==> src/shared/wake_pkg.sv <==
// Shared constants and types for the stop-mode wake source controller.
// Assumes a 32-bit register port driven from the ref_clk domain.
`default_nettype none

package wake_pkg;

    typedef logic [31:0] word_t;

    // Register byte addresses
    localparam word_t ADDR_EN_INT   = 32'h4000_4020;
    localparam word_t ADDR_RAW_INT  = 32'h4000_4024;
    localparam word_t ADDR_MSK_INT  = 32'h4000_4028;
    localparam word_t ADDR_POL_INT  = 32'h4000_402C;
    localparam word_t ADDR_EN_PIN   = 32'h4000_4030;
    localparam word_t ADDR_RAW_PIN  = 32'h4000_4034;
    localparam word_t ADDR_MSK_PIN  = 32'h4000_4038;
    localparam word_t ADDR_POL_PIN  = 32'h4000_403C;
    localparam word_t ADDR_IRQ_STAT = 32'h4000_4040;
    localparam word_t ADDR_IRQ_MASK = 32'h4000_4044;

    // Internal source bit positions
    localparam int BIT_ADC        = 31;
    localparam int BIT_HOST_CLK   = 26;
    localparam int BIT_MS_TIMER   = 25;
    localparam int BIT_RTC        = 24;
    localparam int BIT_USB_LO     = 19;
    localparam int BIT_KEYSCAN    = 16;
    localparam int BIT_GPIO_HI    = 5;

    // External pin bit positions
    localparam int BIT_U7_RECV    = 31;
    localparam int BIT_U7_CTS     = 30;
    localparam int BIT_U6_IR_RECV = 28;

    // Implemented bits: adc, usb 26 and 23..19, ms timer 25, rtc 24, keyscan, gpio 5..0
    localparam word_t INT_IMPL =
        (32'h1 << BIT_ADC) | (32'h1 << BIT_HOST_CLK) |
        (32'h1 << BIT_MS_TIMER) | (32'h1 << BIT_RTC) |
        (32'h0000_001F << BIT_USB_LO) | (32'h1 << BIT_KEYSCAN) |
        ((32'h1 << (BIT_GPIO_HI + 1)) - 32'h1);
    localparam word_t PIN_IMPL =
        (32'h1 << BIT_U7_RECV) | (32'h1 << BIT_U7_CTS) |
        (32'h1 << BIT_U6_IR_RECV);

    // Status bits 2:0 are reserved and read back as zero
    localparam word_t RAW_RD_MASK = 32'hFFFF_FFF8;

    localparam word_t EN_RST      = 32'h0000_0000;
    localparam word_t POL_RST     = 32'h0000_0000;
    localparam word_t RAW_RST     = 32'h0000_0000;

    // Interrupt status fields
    localparam int EV_W       = 3;
    localparam int EV_INT_CAP = 0;
    localparam int EV_PIN_CAP = 1;
    localparam int EV_WAKE    = 2;
    localparam logic [EV_W-1:0] IRQ_MASK_RST = 3'h0;

    typedef struct packed {
        word_t addr;
        word_t wdata;
        logic  wr;
        logic  rd;
    } bus_req_s;

endpackage

`default_nettype wire

==> src/rtl/src_capture.sv <==
// Synchronises a vector of wake sources and captures the chosen edge.
// Assumes sources may change at any time relative to ref_clk.
`timescale 1ns/10ps
`default_nettype none

module src_capture #(
    parameter int          W    = 32,
    parameter logic [31:0] IMPL = 32'hFFFF_FFFF
) (
    input  wire logic         ref_clk,  // System clock
    input  wire logic         rst_n,    // Synchronous reset, active low
    input  wire logic [W-1:0] src,      // Raw asynchronous sources
    input  wire logic [W-1:0] pol,      // 1 rising, 0 falling edge
    input  wire logic [W-1:0] clr,      // Write-one-to-clear strobes
    output logic      [W-1:0] raw,      // Captured state
    output logic              new_cap   // Pulse on any fresh capture
);
    logic [W-1:0] sync1_reg, sync2_reg, prev_reg, raw_reg;
    logic         new_reg;
    wire  [W-1:0] rise_w  = sync2_reg & ~prev_reg;
    wire  [W-1:0] fall_w  = ~sync2_reg & prev_reg;
    wire  [W-1:0] edge_w  = ((pol & rise_w) | (~pol & fall_w)) & IMPL[W-1:0];
    // A new edge beats a clear in the same cycle
    wire  [W-1:0] raw_next = (raw_reg & ~clr) | edge_w;

    always_ff @(posedge ref_clk) begin
        if (!rst_n) begin
            sync1_reg <= '0;
            sync2_reg <= '0;
            prev_reg  <= '0;
            raw_reg   <= '0;
            new_reg   <= 1'b0;
        end else begin
            sync1_reg <= src;
            sync2_reg <= sync1_reg;
            prev_reg  <= sync2_reg;
            raw_reg   <= raw_next;
            new_reg   <= |edge_w;
        end
    end

    assign raw     = raw_reg;
    assign new_cap = new_reg;

    edge_sets_bit_a: assert property (@(posedge ref_clk) disable iff (!rst_n)
        (|edge_w) |=> ((raw_reg & $past(edge_w)) == $past(edge_w)))
        else $error("selected edge not captured");
    clear_drops_bit_a: assert property (@(posedge ref_clk) disable iff (!rst_n)
        (|(clr & ~edge_w & raw_reg)) |=>
        ((raw_reg & $past(clr & ~edge_w)) == '0))
        else $error("write-one clear did not clear bit");
endmodule // src_capture

`default_nettype wire

==> src/rtl/event_irq.sv <==
// Sticky event status cleared by read, masked onto one level interrupt.
// Assumes event pulses and read strobe come from the ref_clk domain.
`timescale 1ns/10ps
`default_nettype none

module event_irq #(
    parameter int W = 3
) (
    input  wire logic         ref_clk,  // System clock
    input  wire logic         rst_n,    // Synchronous reset, active low
    input  wire logic [W-1:0] ev,       // Event pulses
    input  wire logic         rd_clr,   // Status read, clears all bits
    input  wire logic [W-1:0] mask,     // 1 lets the bit reach irq
    output logic      [W-1:0] stat,     // Sticky status
    output logic              irq       // Level interrupt
);
    logic [W-1:0] stat_reg;
    logic         irq_reg;
    // Events landing in the clearing read stay set
    wire  [W-1:0] stat_next = (rd_clr ? '0 : stat_reg) | ev;

    always_ff @(posedge ref_clk) begin
        if (!rst_n) begin
            stat_reg <= '0;
            irq_reg  <= 1'b0;
        end else begin
            stat_reg <= stat_next;
            irq_reg  <= |(stat_next & mask);
        end
    end

    assign stat = stat_reg;
    assign irq  = irq_reg;

    irq_follows_stat_a: assert property (@(posedge ref_clk)
        disable iff (!rst_n)
        $past(rst_n) && $stable(mask) |-> (irq_reg == |(stat_reg & mask)))
        else $error("irq disagrees with masked status");
endmodule // event_irq

`default_nettype wire

==> src/rtl/wake_ctrl.sv <==
// Stop-mode wake source controller: enables, polarity, raw and masked
// status for internal sources and pins, wake request and interrupt.
// Assumes a single-cycle strobe register port on ref_clk.
//
// Summary of operation
// - One enable bit per internal source; only enabled sources may wake.
// - Separate pin enable register: bit 31, 30, 28 for uart pins.
// - Enable bit 0 disables a source, 1 enables it.
// - Bit 16 is the keyboard scanner, bits 5..0 the gpio inputs.
// - Bit 31 converter, 24 clock, 25 ms timer, 26 and 23..19 usb.
// - Raw status reads 1 for a captured source, before masking; here gpio bits 2..0 read 0 even when captured.
// - Writing 1 to a raw status bit clears it, 0 leaves it.
// - Raw bits 31..3 match enable bits; implemented bits reset to 0.
// - Masked status equals raw status and enable together.
// - Polarity 1 captures on rising edge, 0 on falling edge.
//
// The strobed register port was decided locally.
`timescale 1ns/10ps
`default_nettype none

module wake_ctrl #(
    parameter int W = 32
) (
    input  wire logic             ref_clk,  // 40 MHz system clock
    input  wire logic             rst_n,    // Synchronous reset, low
    input  wire wake_pkg::bus_req_s bus_req,  // Register request
    output logic          [W-1:0] rd_data,  // Read data, next cycle
    input  wire logic     [W-1:0] int_src,  // Internal interrupt lines
    input  wire logic     [W-1:0] pin_src,  // External wake pins
    output logic                  wake_req, // Leave stop mode
    output logic                  irq       // Level interrupt
);

    function automatic logic hit(input wake_pkg::word_t a,
                                 input wake_pkg::word_t t,
                                 input logic strobe);
        hit = strobe && (a == t);
    endfunction

    // Software-visible state
    logic [W-1:0]             en_int_reg;
    logic [W-1:0]             en_pin_reg;
    logic [W-1:0]             pol_int_reg;
    logic [W-1:0]             pol_pin_reg;
    logic [wake_pkg::EV_W-1:0] irq_mask_reg;
    logic [W-1:0]             rd_data_reg;
    logic                     wake_req_reg;

    // Capture outputs
    logic [W-1:0]             raw_int;
    logic [W-1:0]             raw_pin;
    logic                     new_int;
    logic                     new_pin;
    logic [wake_pkg::EV_W-1:0] irq_stat;

    // Write decode
    wire wr_en_int   = hit(bus_req.addr, wake_pkg::ADDR_EN_INT,   bus_req.wr);
    wire wr_en_pin   = hit(bus_req.addr, wake_pkg::ADDR_EN_PIN,   bus_req.wr);
    wire wr_pol_int  = hit(bus_req.addr, wake_pkg::ADDR_POL_INT,  bus_req.wr);
    wire wr_pol_pin  = hit(bus_req.addr, wake_pkg::ADDR_POL_PIN,  bus_req.wr);
    wire wr_raw_int  = hit(bus_req.addr, wake_pkg::ADDR_RAW_INT,  bus_req.wr);
    wire wr_raw_pin  = hit(bus_req.addr, wake_pkg::ADDR_RAW_PIN,  bus_req.wr);
    wire wr_irq_mask = hit(bus_req.addr, wake_pkg::ADDR_IRQ_MASK, bus_req.wr);

    // Read decode
    wire rd_en_int   = hit(bus_req.addr, wake_pkg::ADDR_EN_INT,   bus_req.rd);
    wire rd_en_pin   = hit(bus_req.addr, wake_pkg::ADDR_EN_PIN,   bus_req.rd);
    wire rd_pol_int  = hit(bus_req.addr, wake_pkg::ADDR_POL_INT,  bus_req.rd);
    wire rd_pol_pin  = hit(bus_req.addr, wake_pkg::ADDR_POL_PIN,  bus_req.rd);
    wire rd_raw_int  = hit(bus_req.addr, wake_pkg::ADDR_RAW_INT,  bus_req.rd);
    wire rd_raw_pin  = hit(bus_req.addr, wake_pkg::ADDR_RAW_PIN,  bus_req.rd);
    wire rd_msk_int  = hit(bus_req.addr, wake_pkg::ADDR_MSK_INT,  bus_req.rd);
    wire rd_msk_pin  = hit(bus_req.addr, wake_pkg::ADDR_MSK_PIN,  bus_req.rd);
    wire rd_irq_stat = hit(bus_req.addr, wake_pkg::ADDR_IRQ_STAT, bus_req.rd);
    wire rd_irq_mask = hit(bus_req.addr, wake_pkg::ADDR_IRQ_MASK, bus_req.rd);

    // Only implemented bits hold state, so reserved bits never latch ones
    wire [W-1:0] int_impl = wake_pkg::INT_IMPL[W-1:0];
    wire [W-1:0] pin_impl = wake_pkg::PIN_IMPL[W-1:0];
    wire [W-1:0] wdata    = bus_req.wdata[W-1:0];

    wire [W-1:0] en_int_next  = wr_en_int  ? (wdata & int_impl)
                                           : en_int_reg;
    wire [W-1:0] en_pin_next  = wr_en_pin  ? (wdata & pin_impl)
                                           : en_pin_reg;
    wire [W-1:0] pol_int_next = wr_pol_int ? (wdata & int_impl)
                                           : pol_int_reg;
    wire [W-1:0] pol_pin_next = wr_pol_pin ? (wdata & pin_impl)
                                           : pol_pin_reg;
    wire [wake_pkg::EV_W-1:0] irq_mask_next =
        wr_irq_mask ? wdata[wake_pkg::EV_W-1:0] : irq_mask_reg;

    // W1C strobes reach the capture stage only on a raw status write
    wire [W-1:0] clr_int = wr_raw_int ? wdata : '0;
    wire [W-1:0] clr_pin = wr_raw_pin ? wdata : '0;

    // Masked views
    wire [W-1:0] msk_int = raw_int & en_int_reg;
    wire [W-1:0] msk_pin = raw_pin & en_pin_reg;

    // Only sources both captured and enabled may wake the chip
    wire wake_next = (|msk_int) | (|msk_pin);

    // Status bits 2:0 hide behind the reserved field on readback
    wire [W-1:0] raw_rd_mask = wake_pkg::RAW_RD_MASK[W-1:0];

    // Read mux; unmapped addresses return zero
    wire [W-1:0] rd_mux =
        rd_en_int   ? en_int_reg                 :
        rd_en_pin   ? en_pin_reg                 :
        rd_pol_int  ? pol_int_reg                :
        rd_pol_pin  ? pol_pin_reg                :
        rd_raw_int  ? (raw_int & raw_rd_mask)    :
        rd_raw_pin  ? (raw_pin & raw_rd_mask)    :
        rd_msk_int  ? (msk_int & raw_rd_mask)    :
        rd_msk_pin  ? (msk_pin & raw_rd_mask)    :
        rd_irq_stat ? {{(W-wake_pkg::EV_W){1'b0}}, irq_stat}     :
        rd_irq_mask ? {{(W-wake_pkg::EV_W){1'b0}}, irq_mask_reg} :
                      '0;

    // Events for the interrupt status
    logic [wake_pkg::EV_W-1:0] ev;
    assign ev[wake_pkg::EV_INT_CAP] = new_int;
    assign ev[wake_pkg::EV_PIN_CAP] = new_pin;
    assign ev[wake_pkg::EV_WAKE]    = wake_next & ~wake_req_reg;

    always_ff @(posedge ref_clk) begin
        if (!rst_n) begin
            en_int_reg  <= wake_pkg::EN_RST[W-1:0];
            en_pin_reg  <= wake_pkg::EN_RST[W-1:0];
            pol_int_reg <= wake_pkg::POL_RST[W-1:0];
            pol_pin_reg <= wake_pkg::POL_RST[W-1:0];
        end else begin
            en_int_reg  <= en_int_next;
            en_pin_reg  <= en_pin_next;
            pol_int_reg <= pol_int_next;
            pol_pin_reg <= pol_pin_next;
        end
    end

    always_ff @(posedge ref_clk) begin
        if (!rst_n) begin
            irq_mask_reg <= wake_pkg::IRQ_MASK_RST;
            rd_data_reg  <= '0;
            wake_req_reg <= 1'b0;
        end else begin
            irq_mask_reg <= irq_mask_next;
            rd_data_reg  <= rd_mux;
            wake_req_reg <= wake_next;
        end
    end

    src_capture #(
        .W    (W),
        .IMPL (wake_pkg::INT_IMPL)
    ) u_cap_int (
        .ref_clk (ref_clk),
        .rst_n   (rst_n),
        .src     (int_src),
        .pol     (pol_int_reg),
        .clr     (clr_int),
        .raw     (raw_int),
        .new_cap (new_int)
    );

    src_capture #(
        .W    (W),
        .IMPL (wake_pkg::PIN_IMPL)
    ) u_cap_pin (
        .ref_clk (ref_clk),
        .rst_n   (rst_n),
        .src     (pin_src),
        .pol     (pol_pin_reg),
        .clr     (clr_pin),
        .raw     (raw_pin),
        .new_cap (new_pin)
    );

    event_irq #(
        .W (wake_pkg::EV_W)
    ) u_irq (
        .ref_clk (ref_clk),
        .rst_n   (rst_n),
        .ev      (ev),
        .rd_clr  (rd_irq_stat),
        .mask    (irq_mask_reg),
        .stat    (irq_stat),
        .irq     (irq)
    );

    assign rd_data  = rd_data_reg;
    assign wake_req = wake_req_reg;

    // Checks

    enable_write_a: assert property (@(posedge ref_clk) disable iff (!rst_n)
        wr_en_int |=> (en_int_reg == ($past(wdata) & int_impl)))
        else $error("internal enable write not stored");

    pin_enable_a: assert property (@(posedge ref_clk) disable iff (!rst_n)
        wr_en_pin |=> (en_pin_reg == ($past(wdata) & pin_impl)))
        else $error("pin enable write not stored");

    enable_coding_a: assert property (@(posedge ref_clk) disable iff (!rst_n)
        (wr_en_int && !wdata[wake_pkg::BIT_KEYSCAN])
        |=> !en_int_reg[wake_pkg::BIT_KEYSCAN])
        else $error("zero did not disable the source");

    source_map_a: assert property (@(posedge ref_clk) disable iff (!rst_n)
        (wr_en_int && wdata[wake_pkg::BIT_KEYSCAN] && wdata[0])
        |=> (en_int_reg[wake_pkg::BIT_KEYSCAN] && en_int_reg[0]))
        else $error("keyscan or gpio enable missing");

    upper_map_a: assert property (@(posedge ref_clk) disable iff (!rst_n)
        (wr_en_int && wdata[wake_pkg::BIT_ADC] && wdata[wake_pkg::BIT_RTC])
        |=> (en_int_reg[wake_pkg::BIT_ADC] && en_int_reg[wake_pkg::BIT_RTC]))
        else $error("converter or clock enable missing");

    raw_read_a: assert property (@(posedge ref_clk) disable iff (!rst_n)
        rd_raw_int |=> (rd_data_reg == ($past(raw_int) & raw_rd_mask)))
        else $error("raw status read mismatch");

    masked_read_a: assert property (@(posedge ref_clk) disable iff (!rst_n)
        rd_msk_int |=>
        (rd_data_reg == ($past(raw_int & en_int_reg) & raw_rd_mask)))
        else $error("masked status read mismatch");

    reset_clear_a: assert property (@(posedge ref_clk)
        !rst_n |=> (en_int_reg == '0 && en_pin_reg == '0 && raw_int == '0))
        else $error("enable or status not zero after reset");

    wake_follow_a: assert property (@(posedge ref_clk) disable iff (!rst_n)
        ##1 (wake_req_reg == $past(|(raw_int & en_int_reg)
                                  | |(raw_pin & en_pin_reg))))
        else $error("wake request does not follow enabled captures");

    unmapped_zero_a: assert property (@(posedge ref_clk) disable iff (!rst_n)
        (bus_req.rd && rd_mux == '0 && !rd_irq_stat) |=> (rd_data_reg == '0))
        else $error("read data not zero for empty read");

endmodule // wake_ctrl

`default_nettype wire

==> config.mk <==
export PLATFORM = sky130hd
export DESIGN_NAME = wake_ctrl
export DESIGN_NICKNAME = d
export VERILOG_FILES = /design/src/shared/wake_pkg.sv /design/src/rtl/src_capture.sv /design/src/rtl/event_irq.sv /design/src/rtl/wake_ctrl.sv
export SDC_FILE = /design/constraint.sdc
export NUM_CORES = 1
export LEC_CHECK = 0
export ABC_AREA = 1
export BUFFER_PORTS_ARGS = -buffer_cell sky130_fd_sc_hd__buf_2
export CORE_MARGIN = 2
export CORE_UTILIZATION = 30
export CTS_CLUSTER_DIAMETER = 120
export DETAILED_ROUTE_END_ITERATION = 6
export GPL_TIMING_DRIVEN = 0
export PLACE_DENSITY = 0.47
export SLEW_MARGIN = 20
export SYNTH_ARGS = -nofsm -noshare
export SYNTH_HDL_FRONTEND = slang
export SYNTH_SLANG_ARGS = --single-unit
==> constraint.sdc <==
create_clock -name ref_clk -period 3.8 [get_ports ref_clk]
set_input_delay 0.38 -clock ref_clk [delete_from_list [all_inputs] [get_ports ref_clk]]
set_output_delay 0.38 -clock ref_clk [all_outputs]
set_load 0.02 [all_outputs]
# After elaboration in Yosys (flattened, before gate mapping)
# Cells that the tools add are included.
[word_totals] register_bits=336 out_inout_bits=34 wordCells=98 in_bits=132
[classes] n_bitwise=30 n_eq_ne=10 muxes=13 reduce_logical=24
[ops] operator="bitwise AND 32 bit" count=12
[ops] operator="== test 32 x 31 -> 1 bit (second input constant)" count=10
[ops] operator="2-to-1 mux 32 bit" count=10
[ops] operator="inverter 32 bit" count=8
[ops] operator="OR 32 bit" count=4
[ops] operator="OR reduction 32 bit" count=2
[ops] operator="logical AND 1 bit" count=17
[ops] operator="OR reduction 16 bit" count=1
[ops] operator="2-to-1 mux 3 bit" count=3
[ops] operator="OR reduction 3 bit" count=2
[ops] operator="OR reduction 5 bit" count=1
[ops] operator="bitwise AND 3 bit" count=1
[ops] operator="OR 3 bit" count=1
[ops] operator="inverter 1 bit" count=2
[ops] operator="OR reduction 2 bit" count=1
[ops] operator="bitwise AND 1 bit" count=1
[ops] operator="OR 1 bit" count=1

# Depth between registers and ports, before layout
[logic_depth] word_depth=12 mapped_depth=14 mapped_depth_nobuf=13

# Modules after synthesis
# From an unflattened synthesis, not the netlist that was laid out.
[hier_totals] hier_cells=1291 area_unflattened_um2=8803.4
[modules_own_cells] mod="wake_ctrl" seq_area_each_um2=1481.4 cells_per_inst=706 area_per_inst_um2=4385.5 instances=1
[modules_own_cells] mod="src_capture (u_cap_int)" seq_area_each_um2=1621.6 cells_per_inst=402 area_per_inst_um2=2894.0 instances=1
[modules_own_cells] mod="src_capture (u_cap_pin)" seq_area_each_um2=840.8 cells_per_inst=159 area_per_inst_um2=1358.8 instances=1
[modules_own_cells] mod="event_irq" seq_area_each_um2=80.1 cells_per_inst=24 area_per_inst_um2=165.2 instances=1

# Worst setup path before layout
# OpenSTA, ideal clock, no wires.
[synth_path] path_type="input to register" startpoint="in bus_req[41] in the netlist's numbering" endpoint="reg rd_data_reg[10], in the netlist rd_data[10]" arrival_time_ps=1551 n_path_buf=1 setup_time_ps=116 cell_stages=11 slack_ps=2132 t_required_ps=3684 cell_sequence="inv_1 -> nand2_1 -> nor2_1 -> nand3_2 -> nor2_8 -> nand3_2 -> nand2_2 -> nor3_4 -> inv_4 -> buf_6 -> nor2_2"
[synth_via] elab_chain_len=6 elab_cells_between_ends=21 cone_classes="eq/ne (8); mux (4); reduce/logical (9)"
[synth_lines] item="start: declaration" line="wake_ctrl.sv:26" text="input wire wake_pkg::bus_req_s bus_req,"
[synth_lines] item="== test 32 x 31 -> 1 bit" line="wake_ctrl.sv:37" text="hit = strobe && (a == t);"
[synth_lines] item="logical AND 1 bit" line="wake_ctrl.sv:37"
[synth_lines] item="2-to-1 mux 32 bit" line="wake_ctrl.sv:116" text="rd_msk_pin ? (msk_pin & raw_rd_mask) :"
[synth_lines] item="2-to-1 mux 32 bit" line="wake_ctrl.sv:115" text="rd_msk_int ? (msk_int & raw_rd_mask) :"
[synth_lines] item="2-to-1 mux 32 bit" line="wake_ctrl.sv:114" text="rd_raw_pin ? (raw_pin & raw_rd_mask) :"
[synth_lines] item="2-to-1 mux 32 bit" line="wake_ctrl.sv:113" text="rd_raw_int ? (raw_int & raw_rd_mask) :"
[synth_lines] item="end signal: assignment" line="wake_ctrl.sv:148" text="rd_data_reg <= rd_mux;"
[synth_lines] item="end: declaration" line="wake_ctrl.sv:46" text="logic [W-1:0] rd_data_reg;"
# Parallel ways exist; a longest one is shown, timed or not.
# A chain may end at the register's enable or synchronous reset.

# Worst setup path after layout
[layout_path] startpoint="in bus_req[36] in the netlist's numbering" endpoint="reg rd_data_reg[2], in the netlist rd_data[2]"
[layout_via] elab_chain_len=12 elab_cells_between_ends=30 cone_classes="eq/ne (10); mux (10); reduce/logical (10)"
[layout_lines] item="== test 32 x 31 -> 1 bit" line="wake_ctrl.sv:37"
[layout_lines] item="logical AND 1 bit" line="wake_ctrl.sv:37"
[layout_lines] item="2-to-1 mux 3 bit" line="wake_ctrl.sv:118" text="rd_irq_mask ? {{(W-wake_pkg::EV_W){1'b0}}, irq_mask_reg} :"
[layout_lines] item="2-to-1 mux 3 bit" line="wake_ctrl.sv:117" text="rd_irq_stat ? {{(W-wake_pkg::EV_W){1'b0}}, irq_stat} :"
[layout_lines] item="2-to-1 mux 32 bit" line="wake_ctrl.sv:116"
[layout_lines] item="2-to-1 mux 32 bit" line="wake_ctrl.sv:115"
[layout_lines] item="2-to-1 mux 32 bit" line="wake_ctrl.sv:114"
[layout_lines] item="2-to-1 mux 32 bit" line="wake_ctrl.sv:113"
[layout_lines] item="2-to-1 mux 32 bit" line="wake_ctrl.sv:112" text="rd_pol_pin ? pol_pin_reg :"
[layout_lines] item="2-to-1 mux 32 bit" line="wake_ctrl.sv:111" text="rd_pol_int ? pol_int_reg :"
[layout_lines] item="2-to-1 mux 32 bit" line="wake_ctrl.sv:110" text="rd_en_pin ? en_pin_reg :"
[layout_lines] item="2-to-1 mux 32 bit (*)" line="wake_ctrl.sv:109" text="rd_en_int ? en_int_reg :"
# Every way passes the cells marked *; elsewhere a longest branch is shown, timed or not.

==> summary.txt <==
Power
  • Peak supply drop: roughly 270 uV
  • Sequential fraction of design power: 52.4%
  • Combinational group share of total power: 4.9%
  • Power density over the cells: 425 nW/um^2
  • Switching Fraction: 25.2%
  • Internal: 3.03 mW
  • Clock Power Share: 42.7%
  • Switching Power: 1.02 mW
  • Total leakage power: 4.75 nW

Timing
  • Number of failing setup endpoints in the final timing report: 0
  • Post-Route Skew: 0.0127 ns
  • Unrepaired setup endpoints after global routing: no
  • Share of the clock period used by the worst path: 47.8%
  • Sum Neg Setup Slack: 0 ns
  • Highest achievable clock rate: approximately 0.55 GHz
  • Hold Violations, Final: 0
  • Worst hold slack: 0.112 ns
  • Actual transition at the worst max-transition pin: 0.728 ns
  • Final worst path period need: approximately 1.8 ns
  • Max-Slew Margin vs Limit: 51.4%
  • Pins over their slew limit: 0

Cells and area
  • Count of nets after finishing: 1,308
  • # diodes: 0
  • Fraction of final layout cells sized beyond drive strength 1: 18.3%
  • Leading cell types in the layout, fill and taps excluded: sky130_fd_sc_hd__nand2_1, sky130_fd_sc_hd__dfxtp_1, sky130_fd_sc_hd__inv_1
  • Most common cell after layout, fill and taps aside: sky130_fd_sc_hd__nand2_1
  • Area overhead of the layout relative to synthesis: 19.5%
  • Post-route design area: 9530 um^2
  • Post-layout util: 36.6%

Floorplan
  • Starting density of the core: 30.6%
  • Vertical die dimension: approximately 170 um
  • Floorplan Core Area: 26,100 um^2
  • Horizontal extent of the die: 167 um
  • Row count: between 50 and 60
  • Die area: roughly 28,000 um^2
  • Number of primary I/O pins: ~170

GRT
  • Leftover overflow at the end of global routing: 0
  • Overall fraction of global-route tracks in use: 16.7%
  • Wire length of the first global-routing pass: between 30 and 40 mm
  • Pin count of the biggest net entering global routing: 19
  • Initial antenna violation count: 0
  • Number of global-route vias before repair: 6,450

Synthesis
  • Synth Net Count: 1,171
  • Sequential area share after synthesis: 49.7%
  • Distinct cells, synth: 40
  • Post-synthesis instance area: 7980 um^2
  • Total number of yosys warnings: 0
  • Number of enable flip-flop cells after synthesis: 0
  • Fraction of post-synthesis cell area in the top cell type by area: 49.7%
  • Mean area per synthesized cell: 7.68 um^2
  • Library cell with the largest summed area after synthesis: sky130_fd_sc_hd__dfxtp_1
  • Instance count of the mapped netlist: 1,039
  • Async S/R FF share, synth: 0%
  • Largest cells by area after synthesis: sky130_fd_sc_hd__dfxtp_1, sky130_fd_sc_hd__nand2_1, sky130_fd_sc_hd__inv_1
  • Flip-flop and latch count after synthesis: 198
  • Primary FF master, synth: sky130_fd_sc_hd__dfxtp_1

CTS
  • TritonCTS clock tree: done
  • Clock slew at reported path FFs: 0.08 ns
  • Clock net sink count: 198
  • Total setup buffers inserted after CTS: 0
  • Insertion delay to the later sink of the worst-skew pair: 0.44 ns
  • Number of buffers inserted by hold repair at cts: 0
  • Number of buffers created by CTS: 17
  • Root Buffer: sky130_fd_sc_hd__clkbuf_16
  • CTS max path bufs: 2
  • Level count of the clock H-tree: 4
  • Number of gates resized after cts: 0

Setup path
  • Required time of the worst setup path: 4.17 ns
  • Crit-path max FO: 10
  • Launch point of the critical path: bus_req[36]
  • Kind of end point of the critical path: flip-flop
  • WP data arrival: between 2 and 2.5 ns
  • Kind of launch point of the worst setup path: input port
  • Critical path start-end classification: in -> reg
  • Start of the worst register-to-register path: u_cap_int.raw[23]$_SDFF_PN0_

Routing
  • Starting DRC count in detailed routing: approximately 500
  • Count of antenna-violating nets left after detailed routing: 0
  • DR DRC count: 0
  • Total number of vias: between 6,000 and 7,000
  • Number of detailed-routing iterations run before antenna repair: 5
  • Mean number of vias per cell: ~4.5
  • Detail-routed net length per standard cell: approximately 15 um
  • DRT Wirelength: about 23 mm

Flow run
  • Number of violations of the max-capacitance limit: 0

Place
  • DPL Wire Length: 17.5 mm
  • Port Buf Inserts: about 120
  • Final GP Congestion: between 0.8 and 0.9
  • Placed inst area: 8990 um^2

Hold path
  • Worst hold path startpoint: pin_src[31]
  • Worst hold path type: in -> reg

Run status
  • Outcome: complete, no violations
synth_stat cells (7+ instances only):
cell,instances
sky130_fd_sc_hd__nand2_1,247
sky130_fd_sc_hd__dfxtp_1,198
sky130_fd_sc_hd__inv_1,174
sky130_fd_sc_hd__a21oi_1,61
sky130_fd_sc_hd__o21ai_0,58
sky130_fd_sc_hd__nor2_1,52
sky130_fd_sc_hd__nand3_1,49
sky130_fd_sc_hd__nand4_1,27
sky130_fd_sc_hd__a211oi_1,20
sky130_fd_sc_hd__clkbuf_1,19
sky130_fd_sc_hd__buf_2,16
sky130_fd_sc_hd__nor2_2,15
sky130_fd_sc_hd__a32oi_1,13
sky130_fd_sc_hd__o211ai_1,12
sky130_fd_sc_hd__o21ai_1,11
sky130_fd_sc_hd__o22ai_1,8
sky130_fd_sc_hd__a22oi_1,7
per-stage QoR:
stage | std cells | worst slack [ns] | total power [mW]
final | 1524 | 1.98 | 4.05
after CTS | 1524 | 2.04 | 4.11
after floorplan | 1039 | 2.13 | 2.27
after global placement | 1492 | 1.53 | 2.37
after detailed placement | 1492 | 1.57 | 2.38
after global routing | 1524 | 1.86 | 4.21
cells by family after synthesis:
kind of cell	count (synthesis)	synth area share, %
DFF	198	49.7
and+or+nand+nor	418	24.1
buffers and inverters	225	11.4
AOI/OAI and AO/OA	198	14.8
worst max-delay path, cell delays in order:
cell and delay [ns]:
sky130_fd_sc_hd__buf_2 0.09, sky130_fd_sc_hd__inv_1 0.08, sky130_fd_sc_hd__nand2_1 0.26, sky130_fd_sc_hd__nor3_4 0.08, sky130_fd_sc_hd__nand2_1 0.14, sky130_fd_sc_hd__inv_2 0.09
sky130_fd_sc_hd__nor2_1 0.48, sky130_fd_sc_hd__buf_2 0.37, sky130_fd_sc_hd__nand2_1 0.10, sky130_fd_sc_hd__nand2_1 0.12
area by class of cell:
type	instances	area (um^2)
plain buffers	45	231
clock buffers	18	429
clock inverters	14	114
fillers	2802	16500
inverters	180	678
multi-input cells	616	3110
flip-flops and latches	198	3960
well taps	335	419
repair buffers	118	591
power by group through the flow:
stage                     combinational (mW)  clock (mW)  sequential [mW]
after global routing                   0.226        1.86             2.13
after CTS                              0.203        1.78             2.12
after detailed placement               0.203           0             2.17
final                                  0.200        1.73             2.12
after floorplan                        0.103           0             2.17
after global placement                 0.202           0             2.17
final timing paths:
| check | cells after the start | slack (ns) | to |
|---|---|---|---|
| max reg2reg | 8 | 2.38 | u_irq.irq$_SDFF_PN0_ |
| min reg2reg | 2 | 0.41 | u_cap_int.sync2_reg[1]$_SDFF_PN0_ |
| min | 3 | 0.11 | u_cap_pin.sync1_reg[31]$_SDFF_PN0_ |
| max | 10 | 1.98 | rd_data[2]$_SDFF_PN0_ |
per-layer routing:
metal | track usage, % | wire length (um) | up-vias
li1 | - | - | 3612
met1 | 23.3 | 11300 | 3088
met2 | 26.6 | 10600 | 159
met3 | 3.07 | 995 | 15
met4 | 4.35 | 202 | 0
met5 | 0 | 0 | -
(Power assumes the default switching activity.)
